<file path="config.mk">
export PLATFORM = sky130hd
export DESIGN_NAME = measure_control
export DESIGN_NICKNAME = d
export VERILOG_FILES = /design/src/hw/monitor_pkg.sv /design/src/hw/measure_control.sv /design/src/hw/shunt_averager.sv
export SDC_FILE = /design/constraint.sdc
export NUM_CORES = 1
export LEC_CHECK = 0
export ABC_AREA = 0
export BUFFER_PORTS_ARGS = -buffer_cell sky130_fd_sc_hd__buf_2
export CAP_MARGIN = 20
export CORE_MARGIN = 3
export CORE_UTILIZATION = 40
export DETAILED_ROUTE_END_ITERATION = 8
export GPL_ROUTABILITY_DRIVEN = 0
export PLACE_DENSITY = 0.6
export SLEW_MARGIN = 20
export SYNTH_ARGS = -nofsm -noshare
export SYNTH_HDL_FRONTEND = slang
export SYNTH_SLANG_ARGS = --single-unit
</file>
<file path="constraint.sdc">
create_clock -name clk_sys -period 3.8 [get_ports clk_sys]
set_input_delay 0.57 -clock clk_sys [delete_from_list [all_inputs] [get_ports clk_sys]]
set_output_delay 0.57 -clock clk_sys [all_outputs]
set_load 0.02 [all_outputs]
</file>
<file path="src/hw/monitor_pkg.sv">
package monitor_pkg;

  // Command codes of the measurement-control registers.
  localparam logic [7:0] CMD_ADC_SETUP = 8'hD0;
  localparam logic [7:0] CMD_SHUNT_READING = 8'hD1;
  localparam logic [7:0] CMD_ALERT_MASK = 8'hD2;

  // Values after reset.
  localparam logic [15:0] ADC_SETUP_RESET = 16'h4127;
  localparam logic [3:0] SETUP_FIXED_BITS = 4'h4;
  localparam logic [15:0] SHUNT_READING_RESET = 16'h0000;
  localparam logic [7:0] ALERT_MASK_RESET = 8'hF0;

  // Field positions inside adc_setup.
  localparam int AVG_LSB = 9;
  localparam int BUS_CT_LSB = 6;
  localparam int SHUNT_CT_LSB = 3;
  localparam int MODE_LSB = 0;
  localparam int SEL_W = 3;
  localparam int SETUP_RW_W = 12;

  // Bit positions inside the mode field.
  localparam int MODE_SHUNT_BIT = 0;
  localparam int MODE_BUS_BIT = 1;
  localparam int MODE_CONT_BIT = 2;

  // Bit positions inside alert_block_mask and vendor_status_flags.
  localparam int FLAG_CONV_READY = 7;
  localparam int FLAG_OVERFLOW = 6;
  localparam int FLAG_POR = 5;
  localparam int FLAG_COMM = 4;
  localparam int FLAG_OVERPOWER = 3;
  localparam int FLAG_OVERCURRENT = 2;
  localparam int FLAG_OVERVOLTAGE = 1;
  localparam int FLAG_UNDERVOLTAGE = 0;

  // Conversion times in nanoseconds, and the clock period.
  localparam int CLK_PERIOD_NS = 5;
  localparam int CONV_TIME_NS [8] = '{140000, 204000, 332000, 588000,
                                      1100000, 2116000, 4156000, 8244000};
  localparam int CONV_CYCLES [8] = '{
    CONV_TIME_NS[0] / CLK_PERIOD_NS, CONV_TIME_NS[1] / CLK_PERIOD_NS,
    CONV_TIME_NS[2] / CLK_PERIOD_NS, CONV_TIME_NS[3] / CLK_PERIOD_NS,
    CONV_TIME_NS[4] / CLK_PERIOD_NS, CONV_TIME_NS[5] / CLK_PERIOD_NS,
    CONV_TIME_NS[6] / CLK_PERIOD_NS, CONV_TIME_NS[7] / CLK_PERIOD_NS};
  localparam int TIMER_W = 21;

  // Averaging count is one shifted left by this amount: 1, 4, 16 ... 1024.
  localparam int AVG_SHIFT [8] = '{0, 2, 4, 6, 7, 8, 9, 10};
  localparam int SAMPLE_IDX_W = 11;
  localparam int ACC_W = 26;

  typedef enum logic [1:0] {
    ST_IDLE = 2'b00,
    ST_SHUNT = 2'b01,
    ST_BUS = 2'b10
  } conv_state_t;

endpackage : monitor_pkg

</file>
<file path="src/hw/measure_control.sv">
// Contract
// - Reading adc_setup never alters the settings or disturbs a running conversion.
// - Writing adc_setup halts conversion until the write completes, then restarts with new settings.
// - Bits 11:9 pick 1, 4, 16, 64, 128, 256, 512 or 1024 averaged samples, default 000.
// - Bits 8:6 pick the bus conversion time from 140 us to 8.244 ms, default 100.
// - Bits 5:3 pick the shunt conversion time with the same steps, default 100.
// - Bits 2:0 pick power-down, triggered or continuous shunt, bus or both, default 111.
// - adc_setup resets to 0x4127 and bits 15:12 always read 0100 and ignore writes.
// - shunt_voltage_reading is a 16-bit two's-complement value that resets to zero.
// - With averaging above one, shunt_voltage_reading shows the averaged result.
// - One code step of the shunt reading is 2.5 uV so 81.92 mV reads as 7FFFh.
// - The shunt reading is returned only as the raw direct-format word.
// - A set bit of alert_block_mask keeps the matching status flag off the alert pin.
// - Mask bits 7 to 0 are ready, overflow, reset event, comm, power, current, over and under voltage; reset F0.
// - The comm mask bit acts on the OR of all communication and memory fault bits.
`timescale 1ns/1ps
module measure_control #(
  parameter int CONV_CYC [8] = monitor_pkg::CONV_CYCLES
) (
  // Clock, reset and clock enable.
  input wire logic clk_sys,
  input wire logic resetn,
  input wire logic clk_en,
  // Register commands from the serial link layer.
  input wire logic cmd_strobe,
  input wire logic cmd_write,
  input wire logic [7:0] cmd_code,
  input wire logic [15:0] cmd_wdata,
  input wire logic setup_write_busy,
  output logic [15:0] rd_data,
  output logic rd_valid,
  output logic cmd_reject,
  // Converter front end.
  input wire logic [15:0] shunt_sample,
  output logic shunt_conv_active,
  output logic bus_conv_active,
  output logic conv_ready,
  // Status and alert.
  input wire logic [7:0] vendor_status_flags,
  input wire logic [7:0] comm_fault_status,
  output logic alert_active
);
  import monitor_pkg::*;

  logic [SETUP_RW_W-1:0] setup_fields;
  logic [7:0] alert_block_mask;
  logic [15:0] shunt_voltage_reading;
  conv_state_t state;
  conv_state_t next_state;
  logic [TIMER_W-1:0] timer;
  logic [SAMPLE_IDX_W-1:0] sample_idx;
  logic start_req;

  // Command decode.
  wire hit_setup_code = (cmd_code == CMD_ADC_SETUP);
  wire hit_shunt_code = (cmd_code == CMD_SHUNT_READING);
  wire hit_mask_code = (cmd_code == CMD_ALERT_MASK);
  wire known_code = hit_setup_code | hit_shunt_code | hit_mask_code;
  wire setup_wr = cmd_strobe & cmd_write & hit_setup_code;
  wire mask_wr = cmd_strobe & cmd_write & hit_mask_code;
  wire rd_ok = cmd_strobe & ~cmd_write & known_code;
  wire bad_cmd = cmd_strobe & (~known_code | (cmd_write & hit_shunt_code));

  wire [15:0] adc_setup = {SETUP_FIXED_BITS, setup_fields};
  wire [15:0] mask_word = {8'h00, alert_block_mask};
  wire [15:0] read_mux = hit_setup_code ? adc_setup :
                         hit_shunt_code ? shunt_voltage_reading :
                         mask_word;

  // Field selection.
  wire [SEL_W-1:0] avg_sel = setup_fields[AVG_LSB +: SEL_W];
  wire [SEL_W-1:0] bus_sel = setup_fields[BUS_CT_LSB +: SEL_W];
  wire [SEL_W-1:0] shunt_sel = setup_fields[SHUNT_CT_LSB +: SEL_W];
  wire [SEL_W-1:0] mode = setup_fields[MODE_LSB +: SEL_W];
  wire shunt_en = mode[MODE_SHUNT_BIT];
  wire bus_en = mode[MODE_BUS_BIT];
  wire continuous = mode[MODE_CONT_BIT];
  wire powered = shunt_en | bus_en;
  wire [3:0] avg_shift = 4'(AVG_SHIFT[avg_sel]);
  wire [SAMPLE_IDX_W-1:0] last_sample = SAMPLE_IDX_W'((1 << avg_shift) - 1);
  wire [TIMER_W-1:0] bus_cyc = TIMER_W'(CONV_CYC[bus_sel] - 1);
  wire [TIMER_W-1:0] shunt_cyc = TIMER_W'(CONV_CYC[shunt_sel] - 1);

  // Sequencing terms.
  wire halt = setup_write_busy | setup_wr;
  wire phase_end = (state != ST_IDLE) && (timer == '0);
  wire last_phase = (state == ST_BUS) || ((state == ST_SHUNT) && !bus_en);
  wire sample_end = phase_end & last_phase;
  wire seq_end = sample_end && (sample_idx == last_sample);
  wire stop_after = ~continuous;
  wire conv_state_t first_state = shunt_en ? ST_SHUNT : ST_BUS;
  wire leave_idle = (state == ST_IDLE) && (next_state != ST_IDLE);
  wire load_timer = leave_idle | phase_end;
  wire [TIMER_W-1:0] load_value = (next_state == ST_SHUNT) ? shunt_cyc : bus_cyc;
  wire take_shunt = phase_end & (state == ST_SHUNT) & ~halt;
  wire take_last = take_shunt && (sample_idx == last_sample);
  wire avg_clear = halt | (state == ST_IDLE);
  wire [7:0] status_gated = {vendor_status_flags[FLAG_CONV_READY:FLAG_POR],
                             |comm_fault_status,
                             vendor_status_flags[FLAG_OVERPOWER:FLAG_UNDERVOLTAGE]};
  wire next_alert = |(status_gated & ~alert_block_mask);

  always_comb begin
    next_state = state;
    case (state)
      ST_IDLE: begin
        if (start_req && powered) begin
          next_state = first_state;
        end
      end
      ST_SHUNT: begin
        if (phase_end) begin
          if (bus_en) begin
            next_state = ST_BUS;
          end else if (seq_end && stop_after) begin
            next_state = ST_IDLE;
          end else begin
            next_state = ST_SHUNT;
          end
        end
      end
      ST_BUS: begin
        if (phase_end) begin
          next_state = (seq_end && stop_after) ? ST_IDLE : first_state;
        end
      end
      default: begin
        next_state = ST_IDLE;
      end
    endcase
    if (halt || !powered) begin
      next_state = ST_IDLE;
    end
  end

  // Registers written by the host; reads leave them untouched.
  always_ff @(posedge clk_sys or negedge resetn) begin
    if (!resetn) begin
      setup_fields <= ADC_SETUP_RESET[SETUP_RW_W-1:0];
      alert_block_mask <= ALERT_MASK_RESET;
    end else if (clk_en) begin
      if (setup_wr) begin
        setup_fields <= cmd_wdata[SETUP_RW_W-1:0];
      end
      if (mask_wr) begin
        alert_block_mask <= cmd_wdata[7:0];
      end
    end
  end

  // Read answer, one cycle after the strobe.
  always_ff @(posedge clk_sys or negedge resetn) begin
    if (!resetn) begin
      rd_data <= 16'h0000;
      rd_valid <= 1'b0;
      cmd_reject <= 1'b0;
    end else if (clk_en) begin
      rd_valid <= rd_ok;
      cmd_reject <= bad_cmd;
      if (rd_ok) begin
        rd_data <= read_mux;
      end
    end
  end

  // A fresh sequence is requested at reset and by every completed setup write.
  always_ff @(posedge clk_sys or negedge resetn) begin
    if (!resetn) begin
      start_req <= 1'b1;
    end else if (clk_en) begin
      if (setup_wr) begin
        start_req <= 1'b1;
      end else if (leave_idle || (!powered && !setup_write_busy)) begin
        start_req <= 1'b0;
      end
    end
  end

  always_ff @(posedge clk_sys or negedge resetn) begin
    if (!resetn) begin
      state <= ST_IDLE;
      timer <= '0;
      sample_idx <= '0;
    end else if (clk_en) begin
      state <= next_state;
      if (load_timer) begin
        timer <= load_value;
      end else if (timer != '0) begin
        timer <= timer - 1'b1;
      end
      if (avg_clear || (sample_end && seq_end)) begin
        sample_idx <= '0;
      end else if (sample_end) begin
        sample_idx <= sample_idx + 1'b1;
      end
    end
  end

  always_ff @(posedge clk_sys or negedge resetn) begin
    if (!resetn) begin
      conv_ready <= 1'b0;
      alert_active <= 1'b0;
    end else if (clk_en) begin
      conv_ready <= seq_end & ~halt;
      alert_active <= next_alert;
    end
  end

  assign shunt_conv_active = (state == ST_SHUNT);
  assign bus_conv_active = (state == ST_BUS);

  // Samples arrive already scaled at 2.5 uV per code, two's complement.
  shunt_averager u_averager (
    .clk_sys(clk_sys),
    .resetn(resetn),
    .clk_en(clk_en),
    .clear(avg_clear),
    .add(take_shunt),
    .finish(take_last),
    .shift(avg_shift),
    .sample(shunt_sample),
    .result(shunt_voltage_reading)
  );

endmodule : measure_control

</file>
<file path="src/hw/shunt_averager.sv">
`timescale 1ns/1ps
module shunt_averager (
  // Clock and reset.
  input wire logic clk_sys,
  input wire logic resetn,
  input wire logic clk_en,
  // Sample stream.
  input wire logic clear,
  input wire logic add,
  input wire logic finish,
  input wire logic [3:0] shift,
  input wire logic signed [15:0] sample,
  // Result.
  output logic [15:0] result
);
  import monitor_pkg::*;

  logic signed [ACC_W-1:0] sum;
  wire signed [ACC_W-1:0] total = sum + ACC_W'(sample);
  wire signed [ACC_W-1:0] mean = total >>> shift;

  always_ff @(posedge clk_sys or negedge resetn) begin
    if (!resetn) begin
      sum <= '0;
      result <= SHUNT_READING_RESET;
    end else if (clk_en) begin
      if (clear) begin
        sum <= '0;
      end else if (add && finish) begin
        sum <= '0;
        result <= mean[15:0];
      end else if (add) begin
        sum <= total;
      end
    end
  end

endmodule : shunt_averager
</file>
==> metrics.cfg, run 1 <==
[cts]
root_buffer = clkbuf_16
clk_pin_slew_ns = 0.06
cts_tree = built
clk_latency_ns = 0.43
cts_setup_buffers = 0
htreeDepth = 4
cts_sinks = 117
ctsLongestPathBuffers = 2
cts_buffers = 17

[critical_path]
r2r_slack_ns = 0.12
critPathLaunchType = register
reg2reg_to = timer[19]
r2r_cells = 16
arrival_ns = 3.99
r2r_start = setup_fields[9]
critPathKind = reg -> reg
cp-end-kind = register
cp.required_ns = 4.11
cp_max_fo = 7

[sta]
fin_crit_sh_pct = 96.9
slew_headroom_pct = 46.5
worstMarginPinSlew_ns = 0.801
finalHoldViolCount = 0
skew_ns = 0.0179
slew_violations = 0
rsz0062_at_grt = true
fin_crit_ns = 3.68
fmax_mhz = 272
finalSetupViolCount = 0
finalSetupTns_ns = 0
fin_ws_ns = 0.118

[place]
port_buffers = 78
dp_hpwl_microns = 21300
place_area_sq_mm = 0.0106
place_ws_ns = 0.0354

[logic_synthesis]
syn-num-nets = 1289
netlist_area_sq_mm = 0.00959
synth_edf_count = 0
avgSynthCellArea_sq_um = 8.11
yosysTopAreaCell = dfrtp_1
syn_inst = 1182
synthArstFlopShare_pct = 100
yosysUniqueCellTypes = 98
synthTopCellsByArea = dfrtp_1, o21ai_0, ha_1
yosysSeqAreaShare_pct = 30.7
synth_top_cell_area_share_pct = 27.9
synth_seq_cells = 117
ys_warn_count = 0
yosys_most_used_dff = dfrtp_1

[route]
via_per_inst = 5.82
drtIter0Drc = 559
drc = 0
wl_per_cell_microns = 17.7
routed_wl_microns = 28400
dr_total_vias = 9364
dr.pass1.iters = 5
ant_nets = 0

[pwr]
p_seq_share_pct = 40.2
net-switching-power_mw = 1.04
pwr-share-clk_pct = 44.9
power.leakage_nw = 4.98
power_frac_comb_pct = 14.9
ir_drop_mv = 0.199
switching_share_pct = 30.6
power_density_mw_per_mm2 = 302
intPower_mw = 2.35

[floorplanning]
io_pins = 84
dieWidth_microns = 161
num_rows = 56
die_area_sq_mm = 0.0259
die_h_microns = 161
start_util_pct = 40.7
core_area_sq_mm = 0.0235

[grt]
grt_max_degree = 67
grt_pass1_wl_microns = 46100
overflow = 0
antenna_found_initial = 0
first_global_vias = 8945
grtUsageTotal_pct = 21.7

[final_layout]
layout_commonest_cell = nand2_1
final_net_count = 1383
mostFrequentLayoutCells = nand2_1, o21ai_0, dfrtp_1
drive_above_1_share_pct = 19.9
finalCoreUtilization_pct = 47.6
syn2layout_area_growth_pct = 16.8
postLayoutCellArea_sq_mm = 0.0112
num_antenna_cells = 0

[min_path]
hp-class = in -> async

[job]
timing.max_cap.violations = 0

[outcome]
status = finished, final reports clean

## per-layer routing
layer / share of wire, % / vias up / GRT usage [%]
li1: - / 4560 / -
met4: 1.4 / 0 / 5.44
met5: 0 / - / 0
met2: 47 / 253 / 35.7
met1: 47 / 4516 / 30.0
met3: 4.7 / 35 / 3.74
## power groups by stage
stage	logic (mW)	clock network (mW)	registers (mW)
2_1_floorplan	0.320	0	1.37
3_3_place_gp	0.495	0	1.38
4_1_cts	0.504	1.56	1.36
6_report	0.505	1.52	1.36
5_1_grt	0.561	1.61	1.37
3_5_place_dp	0.503	0	1.38
## per-stage QoR
stage	cells	power [mW]	hold WS [ns]
detailed placement	1576	1.89	0.465
floorplan	1182	1.69	0.274
finish	1608	3.39	0.200
CTS	1608	3.43	0.226
global placement	1576	1.88	0.457
global route	1608	3.54	0.245
## registers in the layout, summed over array words and instances, names as in the netlist
| register | count |
|---|---|
| alert_active | 1 |
| alert_block_mask | 8 |
| cmd_reject | 1 |
| conv_ready | 1 |
| rd_data | 16 |
| rd_valid | 1 |
| sample_idx | 11 |
| setup_fields | 12 |
| start_req | 1 |
| state | 2 |
| timer | 21 |
| u_averager.result | 16 |
| u_averager.sum | 26 |
## worst max-delay path, cell delays in order (launching register included)
cell and delay (ns):
dfrtp_1 0.36, inv_2 0.06, ha_1 0.20, and2_1 0.18
a41oi_2 0.28, ha_1 0.22, buf_4 0.17, inv_1 0.06
a211oi_2 0.20, a211oi_1 0.11, o21ai_1 0.21, a211oi_2 0.15
a2111oi_1 0.46, nor2_1 0.19, a2111oi_1 0.39, o21ai_1 0.17
o311ai_1 0.15
## cells by family after synthesis
family                     Yosys count  synth area share (%)
muxes                               48                  5.53
AOI/OAI and AO/OA                  407                  28.0
adders and majority gates           45                  5.95
other                                1                0.0391
xor gates and xnor gates            38                  3.47
DFF                                117                  30.7
buffers and inverters              112                  4.84
and+or+nand+nor                    414                  21.5
## area by class of cell
| type | count | area [sq um] |
|---|---|---|
| Fill cell | 2397 | 12300 |
| Multi-Input combinational cell | 953 | 6240 |
| Sequential cell | 117 | 2940 |
| Timing Repair Buffer | 148 | 931 |
| Clock buffer | 18 | 429 |
| Tap cell | 319 | 399 |
| Inverter | 39 | 148 |
| Clock inverter | 14 | 116 |
## worst max-delay path by stage
stage | startpoint | slack (ns) | cells past startpoint | endpoint
finish | setup_fields[9] | 0.12 | 16 | timer[19]
global placement | setup_fields[9] | 0.05 | 16 | timer[19]
floorplan | setup_fields[9] | 0.002 | 17 | u_averager.result[7]
detailed placement | setup_fields[9] | 0.04 | 16 | timer[19]
CTS | setup_fields[9] | 0.03 | 16 | timer[19]
global route | setup_fields[9] | -0.03 | 16 | timer[19]
## synthesized netlist by cell type (18+ instances only)
cell and number:
a21o_1 19, a21oi_1 70, clkbuf_1 48, dfrtp_1 107, ha_1 44, inv_1 35, mux2_2 20, mux2i_1 26
nand2_1 145, nand2b_1 19, nand3_1 24, nor2_1 98, nor3_1 31, o211ai_1 27, o21ai_0 120, xnor2_1 18
xor2_1 20
## what timing repair did
item,in CTS,in global routing
hold buffers,0,0
endpoints found under the setup margin,1,51
gates resized for setup,1,10
Note: power is estimated with default switching activity, not from simulation.
==> run 2: changes to the inputs <==
--- a/config.mk
+++ b/config.mk
@@ -6,13 +6,13 @@
 export NUM_CORES = 1
 export LEC_CHECK = 0
 export ABC_AREA = 0
-export BUFFER_PORTS_ARGS = -buffer_cell sky130_fd_sc_hd__buf_2
+export BUFFER_PORTS_ARGS = -buffer_cell sky130_fd_sc_hd__clkbuf_2
 export CAP_MARGIN = 20
 export CORE_MARGIN = 3
 export CORE_UTILIZATION = 40
 export DETAILED_ROUTE_END_ITERATION = 8
 export GPL_ROUTABILITY_DRIVEN = 0
-export PLACE_DENSITY = 0.6
+export PLACE_DENSITY = 0.58
 export SLEW_MARGIN = 20
 export SYNTH_ARGS = -nofsm -noshare
 export SYNTH_HDL_FRONTEND = slang
==> constraint.sdc (replaced) <==
create_clock -name clk_sys -period 4.73 [get_ports clk_sys]
set_input_delay 0.7095 -clock clk_sys [delete_from_list [all_inputs] [get_ports clk_sys]]
set_output_delay 0.7095 -clock clk_sys [all_outputs]
set_load 0.02 [all_outputs]
==> metrics.cfg, run 2 (same netlist as run 1, synthesis figures left out) <==
[grt]
first_global_vias = 8893
grt_pass1_wl_microns = 46800
grt_max_degree = 44
grtUsageTotal_pct = 22.0
use_met1_pct = 30.2
grtUsageMet2_pct = 36.5
grt_util_met3_pct = 3.43
grt-busiest-layer = met2
overflow = 0
antenna_found_initial = 0

[critical_path]
cp-end-kind = register
critPathLaunchType = register
arrival_ns = 4.72
crit_chain = inv_1 > ha_1 > and2_1 > a41oi_1 > ha_1 > xor2_1 > and3_1 > o32ai_1 > a2111o_1 > nor4_4 > and3b_1 > and4_1 > o2111ai_1 > o21a_1
cp_top_family = simple AND/OR/NAND/NOR gates
critPathKind = reg -> reg
max_stage_delay_ns = 0.57
cp_max_fo = 12
r2r_slack_ns = 0.32
cp.required_ns = 5.04
path_buf_inv = 1
slowest_stage = dfrtp_1
cpMostUsedCell = ha_1

[final_layout]
largestRegisters = u_averager.sum (26), timer (21)
finalCoreUtilization_pct = 45.9
final_net_count = 1334
largest_reg_flops = 26
layout_commonest_cell = nand2_1
drive_above_1_share_pct = 16.2
postLayoutCellArea_sq_mm = 0.0108
syn2layout_area_growth_pct = 12.7
num_antenna_cells = 0
regMostFlops = u_averager.sum
mostFrequentLayoutCells = nand2_1, o21ai_0, dfrtp_1

[route]
ant_nets = 0
via_per_inst = 5.84
drc = 0
dr_total_vias = 9099
dr.pass1.iters = 6
drtIter0Drc = 682
routed_wl_microns = 28300
wl_per_cell_microns = 18.1

[pwr]
ir_drop_mv = 0.135
power_density_mw_per_mm2 = 256
power.leakage_nw = 4.73
power.total_mw = 2.77

[sta]
rsz0062_at_grt = false
worstMarginPinSlew_ns = 0.825
finalHoldViolCount = 0
slew_headroom_pct = 44.9
fmax_mhz = 227
fin_crit_sh_pct = 93.2
finalSetupViolCount = 0
skew_ns = 0.00943
finalSetupTns_ns = 0
worst_hold_slack_ns = 0.265
fin_crit_ns = 4.41
slew_violations = 0

[place]
port_buffers = 78
dp_hpwl_microns = 20700
place_area_sq_mm = 0.0102

[cts]
cts_setup_buffers = 0
cts-resized-gates = 0
htreeDepth = 4
ctsLongestPathBuffers = 2
cts_buffers = 17
clk_pin_slew_ns = 0.06
clk_latency_ns = 0.43
ctsHoldBuffers = 0
cts_sinks = 117
cts_tree = built
root_buffer = clkbuf_16

[floorplanning]
die_area_sq_mm = 0.0259
die_h_microns = 161
dieWidth_microns = 161
start_util_pct = 40.7
core_area_sq_mm = 0.0235
io_pins = 84
num_rows = 56

[job]
timing.max_cap.violations = 0

[min_path]
hp-class = in -> async

[outcome]
status = finished, final reports clean

run 2: cell types whose count changed in the layout (fill, tap and decap cells not counted), sizes merged:
cell,before,now
buf,148,22
bufinv,0,1
clkbuf,18,97
inv,43,40
run 2: per-layer routing:
layer | vias to the layer above | share of wire [%]
met5 | - | 0
li1 | 4466 | -
met2 | 241 | 47
met3 | 35 | 4.5
met1 | 4357 | 47
met4 | 0 | 1.5
run 2: worst paths after layout:
path | startpoint | endpoint | cells after the start
worst max-delay path | setup_fields[10] | u_averager.result[4] | 14
worst min-delay path | resetn | rd_valid | 1
worst max register to register | setup_fields[10] | u_averager.result[4] | 14
worst min register to register | rd_data[6] | rd_data[6] | 2
max in group asynchronous | resetn | u_averager.sum[1] | 2
min in group clk_sys | rd_data[6] | rd_data[6] | 2
run 2: layout make-up:
class / count / area (sq um)
inverters: 39 / 146
repair buffers: 99 / 551
fillers: 2392 / 12700
multi-input cells: 953 / 6200
clock buffers: 20 / 457
flip-flops and latches: 117 / 2940
clock inverters: 12 / 120
well taps: 319 / 399
run 2: stage by stage:
stage,cells,setup WS (ns)
finish,1559,0.321
global route,1559,0.0391
CTS,1559,0.369
detailed placement,1527,0.402
global placement,1527,0.548
floorplan,1182,0.889
run 2: report_power, final:
part           internal [mW]  total (mW)  switching, mW
clock network          0.759        1.29          0.533
logic                  0.145       0.384          0.239
registers               1.05        1.10         0.0481
total                   1.95        2.77          0.820
==> run 3: changes to the inputs <==
--- a/config.mk
+++ b/config.mk
@@ -12,7 +12,7 @@
 export CORE_UTILIZATION = 40
 export DETAILED_ROUTE_END_ITERATION = 8
 export GPL_ROUTABILITY_DRIVEN = 0
-export PLACE_DENSITY = 0.58
+export PLACE_DENSITY = 0.56
 export SLEW_MARGIN = 20
 export SYNTH_ARGS = -nofsm -noshare
 export SYNTH_HDL_FRONTEND = slang
==> metrics.cfg, run 3 (same netlist as run 1, synthesis figures left out) <==
[sta]
finalHoldViolCount = 0
finalSetupTns_ns = 0
skew_ns = 0.0108
fin_ws_ns = 0.564
fmax_mhz = 240
slew_headroom_pct = 42.1
worst_hold_slack_ns = 0.374
finalSetupViolCount = 0
slew_violations = 0
fin_crit_ns = 4.17
rsz0062_at_grt = false
fin_crit_sh_pct = 88.1
worstMarginPinSlew_ns = 0.869

[floorplanning]
io_pins = 84
die_h_microns = 161
start_util_pct = 40.7
core_area_sq_mm = 0.0235
dieWidth_microns = 161
num_rows = 56
die_area_sq_mm = 0.0259

[critical_path]
critPathKind = reg -> reg
r2r_cells = 13
cp.required_ns = 5.04
cp_max_fo = 12
cp-end-kind = register
critPathLaunchType = register
arrival_ns = 4.47

[route]
ant_nets = 0
drc = 0
dr_total_vias = 9042
via_per_inst = 5.80
dr.pass1.iters = 5
wl_per_cell_microns = 18.2
routed_wl_microns = 28400
drtIter0Drc = 615

[final_layout]
largest_reg_flops = 26
drive_above_1_share_pct = 16.2
final_cells = 1558
final_net_count = 1333
syn2layout_area_growth_pct = 12.6
num_antenna_cells = 0
fillCellCount = 2424
largestRegisters = u_averager.sum (26), timer (21)
mostFrequentLayoutCells = nand2_1, o21ai_0, dfrtp_1
layout_commonest_cell = nand2_1
multi_input_area_sq_mm = 0.00620
ff_latch_area_sq_mm = 0.00294
regMostFlops = u_averager.sum

[cts]
clk_pin_slew_ns = 0.07
clk_latency_ns = 0.42
cts-resized-gates = 0
root_buffer = clkbuf_16
cts_buffers = 17
ctsLongestPathBuffers = 2
cts_sinks = 117
cts_setup_buffers = 0
cts_tree = built
htreeDepth = 4
ctsHoldBuffers = 0

[min_path]
hp-class = in -> async

[grt]
grt_max_degree = 65
first_global_vias = 8633
grtUsageTotal_pct = 21.9
grt_pass1_wl_microns = 46300
antenna_found_initial = 0
overflow = 0

[outcome]
status = finished, final reports clean

[pwr]
power_density_mw_per_mm2 = 256
power.total_mw = 2.76
ir_drop_mv = 0.185
power.leakage_nw = 4.73

[place]
place_ws_ns = 0.594
dp_hpwl_microns = 20900
dpl.cell_count = 1526
port_buffers = 78

[job]
timing.max_cap.violations = 0

==> run 3: worst paths after layout <==
check	from	to	slack (ns)
worst max-delay path	setup_fields[9]	u_averager.result[7]	0.56
min in group clk_sys	rd_data[0]	rd_data[0]	0.48
worst min register to register	rd_data[0]	rd_data[0]	0.48
max in group asynchronous	resetn	setup_fields[2]	3.38
worst min-delay path	resetn	rd_data[3]	0.37
worst max register to register	setup_fields[9]	u_averager.result[7]	0.56
==> run 3: power breakdown <==
part,internal (mW),total [mW],switching [mW],leakage [nW]
registers,1.05,1.10,0.0498,1.51
logic,0.144,0.388,0.244,2.94
clock network,0.710,1.27,0.564,0.276
total,1.90,2.76,0.858,4.73
==> run 3: cell type report <==
type                            count  share of cell area [%]
Clock buffer                       18                    4.07
Clock inverter                     14                    1.18
Inverter                           39                    1.36
Multi-Input combinational cell    953                    57.4
Sequential cell                   117                    27.2
Tap cell                          319                    3.70
Timing Repair Buffer               98                    5.03
==> run 3: critical path, cell delays in order (launching register included) <==
cell and delay (ns):
dfrtp_1 0.36, inv_2 0.11, ha_1 0.22, and2_1 0.21, a41oi_1 0.31, ha_1 0.42
xor2_1 0.23, and3_1 0.18, o32ai_1 0.07, a2111o_1 0.42, nor4_4 0.27, and3b_1 0.32
and4_1 0.54, mux2_2 0.39
==> run 3: per-stage QoR <==
step                instance area [sq um]  utilization (%)
floorplan                            9590                -
global placement                    10200             43.4
detailed placement                  10200             43.4
CTS                                 10800             45.9
global route                        10800             45.9
finish                              10800             45.9
==> run 3: per-layer routing <==
metal,vias up,wire length [microns],GRT usage (%)
li1,4456,-,-
met1,4351,13300,30.2
met2,215,13600,36.1
met3,20,1210,3.66
met4,0,299,4.77
met5,-,0,0
